$ cat src/ocd_map.vh
// Constants for the opcode decode and timing block
`ifndef OCD_MAP_VH
`define OCD_MAP_VH

// =====================================================================
// Timing
`define OCD_CLK_PERIOD_NS   5
`define OCD_MC_CLKS_2T      2'h2
`define OCD_MC_CLKS_1T      2'h1
`define OCD_IFC_ONE_CLK_BIT 7

// =====================================================================
// Operation classes
`define OCD_OP_NONE     5'h00
`define OCD_OP_ADD      5'h01
`define OCD_OP_ADD_CY   5'h02
`define OCD_OP_SUB_BW   5'h03
`define OCD_OP_AND      5'h04
`define OCD_OP_OR       5'h05
`define OCD_OP_XOR      5'h06
`define OCD_OP_CLR      5'h07
`define OCD_OP_CPL      5'h08
`define OCD_OP_RL       5'h09
`define OCD_OP_RL_CY    5'h0A
`define OCD_OP_RR       5'h0B
`define OCD_OP_RR_CY    5'h0C
`define OCD_OP_SWAP     5'h0D
`define OCD_OP_MOV      5'h0E
`define OCD_OP_MOVDP    5'h0F
`define OCD_OP_CODERD   5'h10
`define OCD_OP_XRD      5'h11
`define OCD_OP_XWR      5'h12
`define OCD_OP_PUSH     5'h13
`define OCD_OP_POP      5'h14
`define OCD_OP_EXCH     5'h15
`define OCD_OP_EXCH_LO  5'h16

// =====================================================================
// Operand modes (source and destination)
`define OCD_AM_NONE     3'h0
`define OCD_AM_ACC      3'h1
`define OCD_AM_REG      3'h2
`define OCD_AM_DIR      3'h3
`define OCD_AM_IND      3'h4
`define OCD_AM_IMM      3'h5
`define OCD_AM_DPNT     3'h6
`define OCD_AM_EXT      3'h7

`endif

$ cat src/ocd_table.v
// Opcode table: class, operands, length and machine cycles per opcode
`timescale 1ns/100ps
`include "ocd_map.vh"

module ocd_table (
  // Opcode in
  input  wire [7:0] opcode,
  // Decoded attributes
  output reg  [4:0] op_class,
  output reg  [2:0] src_mode,
  output reg  [2:0] dst_mode,
  output reg  [1:0] byte_len,
  output reg  [2:0] mc_count,
  output reg        known
);

  // =====================================================================
  // Table lookup
  // standard encoding map
  always @* begin
    op_class = `OCD_OP_NONE;
    src_mode = `OCD_AM_NONE;
    dst_mode = `OCD_AM_NONE;
    byte_len = 2'h1;
    mc_count = 3'h1;
    known    = 1'b1;
    casez (opcode)
      // left rotates, decoded ahead of the add rows they sit in
      8'h23: begin
        op_class = `OCD_OP_RL;
        src_mode = `OCD_AM_ACC;
        dst_mode = `OCD_AM_ACC;
      end
      8'h33: begin
        op_class = `OCD_OP_RL_CY;
        src_mode = `OCD_AM_ACC;
        dst_mode = `OCD_AM_ACC;
      end
      // data pointer load, ahead of the subtract row
      8'h90: begin
        op_class = `OCD_OP_MOVDP;
        src_mode = `OCD_AM_IMM;
        dst_mode = `OCD_AM_DPNT;
        byte_len = 2'h3;
        mc_count = 3'h3;
      end
      // code memory reads, 93 also sits in the subtract row
      8'h93, 8'h83: begin
        op_class = `OCD_OP_CODERD;
        dst_mode = `OCD_AM_ACC;
        mc_count = 3'h3;
      end
      8'h2?, 8'h3?, 8'h9?, 8'h5?, 8'h4?, 8'h6?: begin
        dst_mode = `OCD_AM_ACC;
        case (opcode[7:4])
          4'h2:    op_class = `OCD_OP_ADD;
          4'h3:    op_class = `OCD_OP_ADD_CY;
          4'h9:    op_class = `OCD_OP_SUB_BW;
          4'h5:    op_class = `OCD_OP_AND;
          4'h4:    op_class = `OCD_OP_OR;
          default: op_class = `OCD_OP_XOR;
        endcase
        if (opcode[3]) begin
          src_mode = `OCD_AM_REG;
        end else begin
          case (opcode[2:0])
            3'h4: begin
              src_mode = `OCD_AM_IMM;
              byte_len = 2'h2;
              mc_count = 3'h2;
            end
            3'h5: begin
              src_mode = `OCD_AM_DIR;
              byte_len = 2'h2;
              mc_count = 3'h2;
            end
            3'h6, 3'h7: begin
              src_mode = `OCD_AM_IND;
              mc_count = 3'h2;
            end
            3'h2: begin
              src_mode = `OCD_AM_ACC;
              dst_mode = `OCD_AM_DIR;
              byte_len = 2'h2;
              mc_count = 3'h3;
              known    = (opcode[7:4] == 4'h4) || (opcode[7:4] == 4'h5) ||
                         (opcode[7:4] == 4'h6);
            end
            3'h3: begin
              src_mode = `OCD_AM_IMM;
              dst_mode = `OCD_AM_DIR;
              byte_len = 2'h3;
              mc_count = 3'h4;
              known    = (opcode[7:4] == 4'h4) || (opcode[7:4] == 4'h5) ||
                         (opcode[7:4] == 4'h6);
            end
            // Codes 0 and 1 of each row, other than 90, are branches, decoded elsewhere
            default: begin
              known = 1'b0;
            end
          endcase
        end
      end
      8'h03: begin
        op_class = `OCD_OP_RR;
        src_mode = `OCD_AM_ACC;
        dst_mode = `OCD_AM_ACC;
      end
      8'h13: begin
        op_class = `OCD_OP_RR_CY;
        src_mode = `OCD_AM_ACC;
        dst_mode = `OCD_AM_ACC;
      end
      8'hE4: begin
        op_class = `OCD_OP_CLR;
        dst_mode = `OCD_AM_ACC;
      end
      8'hF4: begin
        op_class = `OCD_OP_CPL;
        src_mode = `OCD_AM_ACC;
        dst_mode = `OCD_AM_ACC;
      end
      8'hC4: begin
        op_class = `OCD_OP_SWAP;
        src_mode = `OCD_AM_ACC;
        dst_mode = `OCD_AM_ACC;
      end
      8'hE8, 8'hE9, 8'hEA, 8'hEB, 8'hEC, 8'hED, 8'hEE, 8'hEF: begin
        op_class = `OCD_OP_MOV;
        src_mode = `OCD_AM_REG;
        dst_mode = `OCD_AM_ACC;
      end
      8'hE5, 8'h74: begin
        op_class = `OCD_OP_MOV;
        src_mode = opcode[0] ? `OCD_AM_DIR : `OCD_AM_IMM;
        dst_mode = `OCD_AM_ACC;
        byte_len = 2'h2;
        mc_count = 3'h2;
      end
      8'hE6, 8'hE7: begin
        op_class = `OCD_OP_MOV;
        src_mode = `OCD_AM_IND;
        dst_mode = `OCD_AM_ACC;
        mc_count = 3'h2;
      end
      8'hF8, 8'hF9, 8'hFA, 8'hFB, 8'hFC, 8'hFD, 8'hFE, 8'hFF: begin
        op_class = `OCD_OP_MOV;
        src_mode = `OCD_AM_ACC;
        dst_mode = `OCD_AM_REG;
        mc_count = 3'h2;
      end
      8'h78, 8'h79, 8'h7A, 8'h7B, 8'h7C, 8'h7D, 8'h7E, 8'h7F: begin
        op_class = `OCD_OP_MOV;
        src_mode = `OCD_AM_IMM;
        dst_mode = `OCD_AM_REG;
        byte_len = 2'h2;
        mc_count = 3'h2;
      end
      8'hA8, 8'hA9, 8'hAA, 8'hAB, 8'hAC, 8'hAD, 8'hAE, 8'hAF: begin
        op_class = `OCD_OP_MOV;
        src_mode = `OCD_AM_DIR;
        dst_mode = `OCD_AM_REG;
        byte_len = 2'h2;
        mc_count = 3'h4;
      end
      8'hF5: begin
        op_class = `OCD_OP_MOV;
        src_mode = `OCD_AM_ACC;
        dst_mode = `OCD_AM_DIR;
        byte_len = 2'h2;
        mc_count = 3'h3;
      end
      8'h88, 8'h89, 8'h8A, 8'h8B, 8'h8C, 8'h8D, 8'h8E, 8'h8F: begin
        op_class = `OCD_OP_MOV;
        src_mode = `OCD_AM_REG;
        dst_mode = `OCD_AM_DIR;
        byte_len = 2'h2;
        mc_count = 3'h3;
      end
      8'h75: begin
        op_class = `OCD_OP_MOV;
        src_mode = `OCD_AM_IMM;
        dst_mode = `OCD_AM_DIR;
        byte_len = 2'h3;
        mc_count = 3'h3;
      end
      8'h85: begin
        op_class = `OCD_OP_MOV;
        src_mode = `OCD_AM_DIR;
        dst_mode = `OCD_AM_DIR;
        byte_len = 2'h3;
        mc_count = 3'h4;
      end
      8'h86, 8'h87: begin
        op_class = `OCD_OP_MOV;
        src_mode = `OCD_AM_IND;
        dst_mode = `OCD_AM_DIR;
        byte_len = 2'h2;
        mc_count = 3'h4;
      end
      8'hF6, 8'hF7: begin
        op_class = `OCD_OP_MOV;
        src_mode = `OCD_AM_ACC;
        dst_mode = `OCD_AM_IND;
        mc_count = 3'h3;
      end
      8'h76, 8'h77: begin
        op_class = `OCD_OP_MOV;
        src_mode = `OCD_AM_IMM;
        dst_mode = `OCD_AM_IND;
        byte_len = 2'h2;
        mc_count = 3'h3;
      end
      8'hA6, 8'hA7: begin
        op_class = `OCD_OP_MOV;
        src_mode = `OCD_AM_DIR;
        dst_mode = `OCD_AM_IND;
        byte_len = 2'h2;
        mc_count = 3'h5;
      end
      8'hE0, 8'hE2, 8'hE3: begin
        op_class = `OCD_OP_XRD;
        src_mode = `OCD_AM_EXT;
        dst_mode = `OCD_AM_ACC;
        mc_count = 3'h3;
      end
      8'hF0, 8'hF2, 8'hF3: begin
        op_class = `OCD_OP_XWR;
        src_mode = `OCD_AM_ACC;
        dst_mode = `OCD_AM_EXT;
        mc_count = 3'h4;
      end
      8'hC0: begin
        op_class = `OCD_OP_PUSH;
        src_mode = `OCD_AM_DIR;
        byte_len = 2'h2;
        mc_count = 3'h4;
      end
      8'hD0: begin
        op_class = `OCD_OP_POP;
        dst_mode = `OCD_AM_DIR;
        byte_len = 2'h2;
        mc_count = 3'h3;
      end
      8'hC8, 8'hC9, 8'hCA, 8'hCB, 8'hCC, 8'hCD, 8'hCE, 8'hCF: begin
        op_class = `OCD_OP_EXCH;
        src_mode = `OCD_AM_REG;
        dst_mode = `OCD_AM_ACC;
        mc_count = 3'h2;
      end
      8'hC5, 8'hC6, 8'hC7: begin
        op_class = `OCD_OP_EXCH;
        src_mode = (opcode == 8'hC5) ? `OCD_AM_DIR : `OCD_AM_IND;
        dst_mode = `OCD_AM_ACC;
        byte_len = (opcode == 8'hC5) ? 2'h2 : 2'h1;
        mc_count = 3'h3;
      end
      8'hD6, 8'hD7: begin
        op_class = `OCD_OP_EXCH_LO;
        src_mode = `OCD_AM_IND;
        dst_mode = `OCD_AM_ACC;
        mc_count = 3'h3;
      end
      default: begin
        known = 1'b0;
      end
    endcase
  end

endmodule

$ cat src/ocd_mcyc.v
// Machine cycle strobe generator, two or one core clocks per cycle
`timescale 1ns/100ps
`include "ocd_map.vh"

module ocd_mcyc (
  // Clock and reset
  input  wire mclk,
  input  wire reset,
  // Mode
  input  wire one_clk_mode,
  // Strobe out, one clock wide at each machine cycle end
  output reg  mc_end
);

  reg [1:0] clk_cnt;
  wire [1:0] clks_per = one_clk_mode ? `OCD_MC_CLKS_1T : `OCD_MC_CLKS_2T;

  // =====================================================================
  // Counter; mode may change any time, takes effect at the next clock, even inside a machine cycle
  // machine cycle length
  always @(posedge mclk) begin
    if (reset) begin
      clk_cnt <= 2'h0;
      mc_end  <= 1'b0;
    end else if (clk_cnt + 2'h1 >= clks_per) begin
      clk_cnt <= 2'h0;
      mc_end  <= 1'b1;
    end else begin
      clk_cnt <= clk_cnt + 2'h1;
      mc_end  <= 1'b0;
    end
  end

endmodule

$ cat src/ocd_decode.v
// Opcode decoder and sequencer: fetches operands and times each opcode
`timescale 1ns/100ps
`include "ocd_map.vh"

module ocd_decode #(
  parameter PC_W = 16
) (
  // Clock and reset
  input  wire            mclk,
  input  wire            reset,
  // Interface control register contents from the core
  input  wire [7:0]      interface_control_reg,
  // Program memory fetch path
  input  wire            start,
  input  wire [PC_W-1:0] start_pc,
  input  wire [7:0]      code_data,
  output reg  [PC_W-1:0] code_addr,
  output reg             code_rd,
  // Decoded instruction to datapath
  output reg             instr_valid,
  output reg  [7:0]      instr_opcode,
  output reg  [7:0]      operand1,
  output reg  [7:0]      operand2,
  output reg  [4:0]      op_class,
  output reg  [2:0]      src_mode,
  output reg  [2:0]      dst_mode,
  output reg  [2:0]      bank_register,
  output reg             indirect_pointer_register,
  output reg  [1:0]      byte_len,
  output reg  [2:0]      mc_count,
  output reg             instr_done,
  output reg             illegal_op,
  output reg             busy
);

  // =====================================================================
  // States
  localparam ST_IDLE  = 2'h0;
  localparam ST_FETCH = 2'h1;
  localparam ST_OPND  = 2'h2;
  localparam ST_EXEC  = 2'h3;

  reg  [1:0]      state;
  reg  [PC_W-1:0] pc;
  reg  [1:0]      bytes_left;
  reg  [2:0]      cycles_left;
  reg  [1:0]      opnd_idx;
  reg             one_clk_mode;

  wire            mc_end;
  wire [4:0]      t_class;
  wire [2:0]      t_src;
  wire [2:0]      t_dst;
  wire [1:0]      t_len;
  wire [2:0]      t_mc;
  wire            t_known;

  // =====================================================================
  // Helper: next program address
  function [PC_W-1:0] pc_inc;
    input [PC_W-1:0] a;
    begin
      pc_inc = a + {{(PC_W-1){1'b0}}, 1'b1};
    end
  endfunction

  // =====================================================================
  // Submodules
  ocd_table u_table (
    .opcode   (code_data),
    .op_class (t_class),
    .src_mode (t_src),
    .dst_mode (t_dst),
    .byte_len (t_len),
    .mc_count (t_mc),
    .known    (t_known)
  );

  ocd_mcyc u_mcyc (
    .mclk         (mclk),
    .reset        (reset),
    .one_clk_mode (one_clk_mode),
    .mc_end       (mc_end)
  );

  // =====================================================================
  // Mode bit, registered locally; may be switched at any time
  // clock per machine cycle select
  always @(posedge mclk) begin
    if (reset) begin
      one_clk_mode <= 1'b0;
    end else begin
      one_clk_mode <= interface_control_reg[`OCD_IFC_ONE_CLK_BIT];
    end
  end

  // =====================================================================
  // Sequencer. Each state but ST_IDLE advances only on a machine cycle end, so the
  // opcode fetch and every operand fetch is one machine cycle and they
  // are counted inside the instruction's total.
  always @(posedge mclk) begin
    if (reset) begin
      state        <= ST_IDLE;
      pc           <= {PC_W{1'b0}};
      code_addr    <= {PC_W{1'b0}};
      code_rd      <= 1'b0;
      bytes_left   <= 2'h0;
      cycles_left  <= 3'h0;
      opnd_idx     <= 2'h0;
      instr_valid  <= 1'b0;
      instr_opcode <= 8'h00;
      operand1     <= 8'h00;
      operand2     <= 8'h00;
      op_class     <= `OCD_OP_NONE;
      src_mode     <= `OCD_AM_NONE;
      dst_mode     <= `OCD_AM_NONE;
      bank_register <= 3'h0;
      indirect_pointer_register <= 1'b0;
      byte_len     <= 2'h0;
      mc_count     <= 3'h0;
      instr_done   <= 1'b0;
      illegal_op   <= 1'b0;
      busy         <= 1'b0;
    end else begin
      instr_done  <= 1'b0;
      instr_valid <= 1'b0;
      illegal_op  <= 1'b0;
      case (state)
        ST_IDLE: begin
          if (start) begin
            pc        <= start_pc;
            code_addr <= start_pc;
            code_rd   <= 1'b1;
            busy      <= 1'b1;
            state     <= ST_FETCH;
          end
        end
        // Opcode byte present on code_data at machine cycle end
        ST_FETCH: begin
          if (mc_end) begin
            instr_opcode <= code_data;
            op_class     <= t_class;
            src_mode     <= t_src;
            dst_mode     <= t_dst;
            byte_len     <= t_len;
            mc_count     <= t_mc;
            bank_register <= code_data[2:0];
            indirect_pointer_register <= code_data[0];
            illegal_op   <= ~t_known;
            operand1     <= 8'h00;
            operand2     <= 8'h00;
            opnd_idx     <= 2'h0;
            pc           <= pc_inc(pc);
            code_addr    <= pc_inc(pc);
            cycles_left  <= t_mc - 3'h1;
            // Unknown opcodes are skipped as one byte, one cycle
            if (!t_known || t_mc == 3'h1) begin
              instr_valid <= t_known;
              instr_done  <= 1'b1;
            end else if (t_len != 2'h1) begin
              bytes_left <= t_len - 2'h1;
              state      <= ST_OPND;
            end else begin
              code_rd     <= 1'b0;
              instr_valid <= 1'b1;
              state       <= ST_EXEC;
            end
          end
        end
        ST_OPND: begin
          if (mc_end) begin
            if (opnd_idx == 2'h0) begin
              operand1 <= code_data;
            end else begin
              operand2 <= code_data;
            end
            opnd_idx    <= opnd_idx + 2'h1;
            pc          <= pc_inc(pc);
            code_addr   <= pc_inc(pc);
            bytes_left  <= bytes_left - 2'h1;
            cycles_left <= cycles_left - 3'h1;
            if (bytes_left == 2'h1) begin
              instr_valid <= 1'b1;
              if (cycles_left == 3'h1) begin
                instr_done <= 1'b1;
                state      <= ST_FETCH;
              end else begin
                code_rd <= 1'b0;
                state   <= ST_EXEC;
              end
            end
          end
        end
        // Remaining execution cycles; next opcode fetched after them
        ST_EXEC: begin
          if (mc_end) begin
            cycles_left <= cycles_left - 3'h1;
            if (cycles_left == 3'h1) begin
              instr_done <= 1'b1;
              code_rd    <= 1'b1;
              state      <= ST_FETCH;
            end
          end
        end
        default: begin
          state <= ST_IDLE;
        end
      endcase
    end
  end

endmodule

$ cat config.mk
export PLATFORM = sky130hd
export DESIGN_NAME = ocd_decode
export DESIGN_NICKNAME = d
export VERILOG_FILES = /design/src/ocd_table.v /design/src/ocd_mcyc.v /design/src/ocd_decode.v
export VERILOG_INCLUDE_DIRS = /design/src
export SDC_FILE = /design/constraint.sdc
export NUM_CORES = 1
export LEC_CHECK = 0
export BUFFER_PORTS_ARGS = -buffer_cell sky130_fd_sc_hd__buf_2
export CORE_ASPECT_RATIO = 1.75
export CORE_MARGIN = 8
export CORE_UTILIZATION = 50
export CTS_BUF_LIST = sky130_fd_sc_hd__clkbuf_8
export CTS_CLUSTER_DIAMETER = 40
export CTS_CLUSTER_SIZE = 8
export DETAILED_ROUTE_END_ITERATION = 10
export GPL_ROUTABILITY_DRIVEN = 0
export PLACE_DENSITY = 0.73
export SKIP_CTS_REPAIR_TIMING = 1
export SLEW_MARGIN = 25
export SYNTH_ARGS = -nofsm -noshare
export SYNTH_HDL_FRONTEND = slang
export SYNTH_HIERARCHICAL = 1
export SYNTH_SLANG_ARGS = --single-unit
$ cat constraint.sdc
create_clock -name mclk -period 3.9 [get_ports mclk]
set_clock_uncertainty 0.15 [all_clocks]
set_input_delay 0.39 -clock mclk [delete_from_list [all_inputs] [get_ports mclk]]
set_output_delay 0.39 -clock mclk [all_outputs]
set_load 0.005 [all_outputs]
# == Yosys cells after proc, flatten, opt, wreduce, memory -nomap -nowiden ==
# Cells that the tools add are included.
# W data, S select, Z words.
# totals
output_inout_bits,65
wordCells,292
input_bits,35
ff_bits,78
# classes
addsub,7
eq_ne,119
reduce_logical,57
n_bitwise,3
mux,82
magnitude_cmp,1
# op_table
cell,n
$eq A8 B8 Y1 const B,70
$eq A8 B7 Y1 const B,12
$reduce_or A81 Y1,1
$pmux W5 S13,1
$reduce_or A55 Y1,1
$reduce_or A24 Y1,2
$mux W8,5
$mux W2,18
$reduce_or A35 Y1,1
$reduce_or A33 Y1,1
$mux W16,2
$pmux W16 S2,1
$pmux W8 S2,2
$pmux W3 S5,2
$reduce_or A28 Y1,1
$pmux W3 S9,1
$mux W1,24
$reduce_or A2 Y1,12
$reduce_or A23 Y1,1
$reduce_or A11 Y1,2
$mux W3,7
$pmux W5 S4,1
$ne A2 B2 Y1 const B,9
$pmux W3 S2,3
other kinds (44),89

# == Depth between registers and ports, before layout ==
# depth
depth_word,12
ltp_mapped,14
mapped_depth_nobuf,11

# == Cells and area by module ==
# The synthesis kept the hierarchy.
# modules_own_cells
mod,cells_per_inst,n_inst,seq_area_each_um2,area_each_um2
ocd_decode,434,1,1421.4,3455.8
ocd_table,246,1,0.0,1562.7
ocd_mcyc,11,1,60.1,136.4

# == Least setup slack after synthesis ==
# No wires, ideal clock.
# synth_path
path_kind,input -> register
startpoint,in code_data[1]
endpoint,reg state[1]
arrival_ns,2.859
setup_ns,0.070
setup_slack_ns,0.820
stages,14
path_cell_list,buf_4 -> buf_2 -> buf_1 -> inv_1 -> ha_1 -> nor3_1 -> o311ai_0 -> nand4b_1 -> inv_1 -> ha_1 -> nand2b_1 -> a31oi_1 -> or4_1 -> a21oi_1
# synth_between
elab_chain_len,10
word_cells_on_any_way,115
classes_between,eq/ne: 94; mux: 8; reduce/logical: 13
# synth_rtl
element,line_no,text
"start, declared",ocd_decode.v:16,"input wire [7:0] code_data,"
$eq A3 B3 Y1,ocd_table.v:66,case (opcode[2:0])
$reduce_or A4 Y1 (no source line),--,
$pmux W3 S3,ocd_table.v:66,
$mux W3,ocd_table.v:63,if (opcode[3]) begin
$pmux W3 S5,ocd_table.v:27,casez (opcode)
$pmux W3 S2 *,ocd_table.v:27,
via t_mc[1],ocd_decode.v:55,wire [2:0] t_mc;
$eq A3 B1 Y1 *,ocd_decode.v:157,if (!t_known || t_mc == 3'h1) begin
$logic_or A1 B1 Y1 *,ocd_decode.v:157,
$ne A2 B2 Y1 (no source line) *,--,
$reduce_and A7 Y1 (no source line) *,--,
"end signal, assigned",ocd_decode.v:162,state <= ST_OPND;
"end signal, assigned",ocd_decode.v:166,state <= ST_EXEC;
"end signal, assigned",ocd_decode.v:186,state <= ST_FETCH;
"end, declared",ocd_decode.v:43,reg [1:0] state;
# The timed path passes the listed nets; every way through them passes the cells marked *.
# A chain may end at the register's enable or synchronous reset.

# == Final worst setup path ==
# layout_path
startpoint,in code_data[0]
endpoint,reg state[1]
# layout_between
elab_chain_len,10
word_cells_on_any_way,115
classes_between,eq/ne: 94; mux: 8; reduce/logical: 13
# layout_rtl
element,line_no,text
$eq A3 B3 Y1 or $eq A3 B2 Y1 (tied branches),ocd_table.v:66,
$reduce_or A4 Y1 (no source line) or $reduce_or A2 Y1 (tied branches),--,
$pmux W1 S2,ocd_table.v:66,
$mux W1,ocd_table.v:63,
$pmux W1 S2,ocd_table.v:27,
$mux W1 *,ocd_table.v:27,
via t_known,ocd_decode.v:56,wire t_known;
$logic_not A1 Y1 *,ocd_decode.v:157,
$logic_or A1 B1 Y1 *,ocd_decode.v:157,
$ne A2 B2 Y1 (no source line) *,--,
$reduce_and A7 Y1 (no source line) *,--,
# Marks and branches as above.

==> metrics.txt <==
status=completed; vias in the first global route=5,794; clk buf depth=2; syn_area_per_cell=7.46 um^2; area delta synth->final=13.5%; Core Area=10,200 um^2; drt drc=0; GRT Util Overall=26.0%; first-pass GRT wire length=29,100 um; WL final=17,900 um; area share of the largest cell type after synthesis=28.7%; EDFF count, synth=0; routed len/inst=20.2 um; final hold vios=0; Die Ht=150 um; met3 wire len=1430 um; Fmax=301 MHz; Starting Density=50.7%; full die area=13,900 um^2; PwrDens=461 nW/um^2; highest metal used=met4; Pleak=2.33 nW; IO buf count=92; kind of start point of the critical path=input pin; I/O Pins=100; TritonCTS clock tree=done; HP Class=in2reg; gr ovfl total=0; Antenna Nets Post-Route=0; clock slew at reported path FFs=0.08 ns; met1 wire length=6340 um; top_reg_cell synth=dfxtp_1; Max Cap Viol=0; pre-CTS setup slack=0.341 ns; WP data arrival=3.47 ns; Synth Instances=691; initial antenna violation count=0; worst setup margin=0.582 ns; Cell variety after synth=73; final instance area=5850 um^2; # nets final=808; DRT Pass-1 Iters=5; Synth Net Count=745; Post-Syn Area=5150 um^2; Synth async-reset ratio=0%; chip width=92.8 um; Final min period=3.32 ns; area of placed instances=5660 um^2; TritonCTS buffer count=9; fin crit share=85.1%; Starting DRT DRC Count=543; critical path capture point type=register; Final Util=57.5%; worst skew pair latency=0.36 ns; Slew HR=29.2%; DR vias/cell=6.61; Synth area leaders=dfxtp_1, nand2_1, a21oi_1; Final Max Slew Viols=0; number of diodes=0; CP required=4.05 ns; WHS=0.0822 ns; Max FO, Critical Path=24; YS warnings=6; cell row count=49; setup TNS=0 ns; worst-margin pin slew=1.06 ns; Root Driver=clkbuf_8; share of post-route cells with drive strength above 1=19.6%; Post-DP HPWL=12,900 um; Layout fillers=988; RSZ-0062 raised after global routing=no; Vias=5,840; routed length on met2=9050 um; Final setup violation count=0; H-tree levels=3; Max IR drop VDD=0.000246 V; Yosys reg bits=74; Seq/Total Area, Yosys=28.7%; Setup CP Type=in2reg; CTS Sinks=74; cell taking the most area after synthesis=dfxtp_1; largest net degree at the start of global routing=36
-- cell type report --
type	instances	area (um^2)	area share (%)
multi-input combinational	527	3270	55.9
timing repair buffer	118	656	11.2
sequential	74	1480	25.3
clock inverter	4	53.8	0.920
tap	127	159	2.72
inverter	24	90.1	1.54
clock buffer	10	138	2.35
-- registers in the layout (all words and copies together), names as in the netlist, 5 cells and up --
name          flops
pc               16
instr_opcode      8
operand1          8
operand2          8
op_class          5
-- critical path: stages --
cell      delay [ns]
buf_2           0.40
nor4bb_1        0.70
nand2_1         0.28
a311oi_1        0.45
nor4_1          0.14
nand4_1         0.21
a31oi_1         0.21
or4_1           0.54
a21oi_1         0.14
-- cell families (layout without fill, tap and decap cells) --
group                      after synthesis  in the layout  synth area share [%]
and+or+nand+nor                        296            296                  31.1
xor gates and xnor gates                 3              3                 0.510
DFF                                     74             74                  28.7
muxes                                    8              8                  1.60
buffers and inverters                   90            156                  7.79
adders and majority gates               20             20                  4.81
AOI/OAI and AO/OA                      200            200                  25.4
-- routing by layer --
metal / track usage (%) / vias up
met5: 0 / -
li1: - / 2659
met4: 17.1 / 0
met2: 46.5 / 360
met1: 26.5 / 2720
met3: 5.54 / 101
-- through the flow --
stage	instances	power, mW
global route	884	2.88
finish	884	2.69
floorplan	691	1.74
global placement	870	2.04
CTS	884	2.70
detailed placement	870	2.09
-- path summary, 6_finish.rpt --
check	start	end	slack, ns	depth (start not counted)
worst max register to register	state[1]	pc[13]	1.20	6
worst min register to register	operand1[4]	operand1[4]	0.30	2
worst min-delay path	interface_control_reg[7]	one_clk_mode	0.08	2
worst max-delay path	code_data[0]	state[1]	0.58	9
-- cell usage in the layout, fill, tap and decap left out, drive strengths merged, types with 6 or more instances in the layout --
cell type and count:
dfxtp 74, a211oi 10, a21o 6, clkbuf 10, nor2 34, nand4b 10
and3 6, nand2b 19, inv 24, a31oi 18, ha 19, nand4 23
and4 6, nor3 19, nor2b 12, buf 118, o21ai 23, a21oi 71
or4 7, nand2 104, nand3 17, mux2i 6
-- synthesized netlist by cell type, types with 5 or more instances --
cell type    n
a211oi_1    10
a21o_1       6
nand4_1     23
o21ai_0     23
and2_1       5
a22oi_1      5
nor2b_1     11
buf_1        8
or4_1        7
buf_4        6
nor4bb_1     5
and3_1       6
nand2_1    104
a311oi_1     5
clkbuf_1    34
dfxtp_1     74
a31oi_1     18
buf_2       15
nand2b_1    19
nand3_1     17
nor3_1      17
o22ai_1      5
or3_1        5
mux2i_1      6
nand4b_1    10
a21oi_1     71
ha_1        19
and4_1       6
inv_1       24
nor2_1      34
-- report_power, final --
part | internal (mW) | switching (mW) | leakage [nW]
Sequential | 0.877 | 0.123 | 0.602
Combinational | 0.409 | 0.680 | 1.63
Clock | 0.307 | 0.299 | 0.0904
Total | 1.59 | 1.10 | 2.33
No activity file was read; power rests on OpenSTA's default activity.
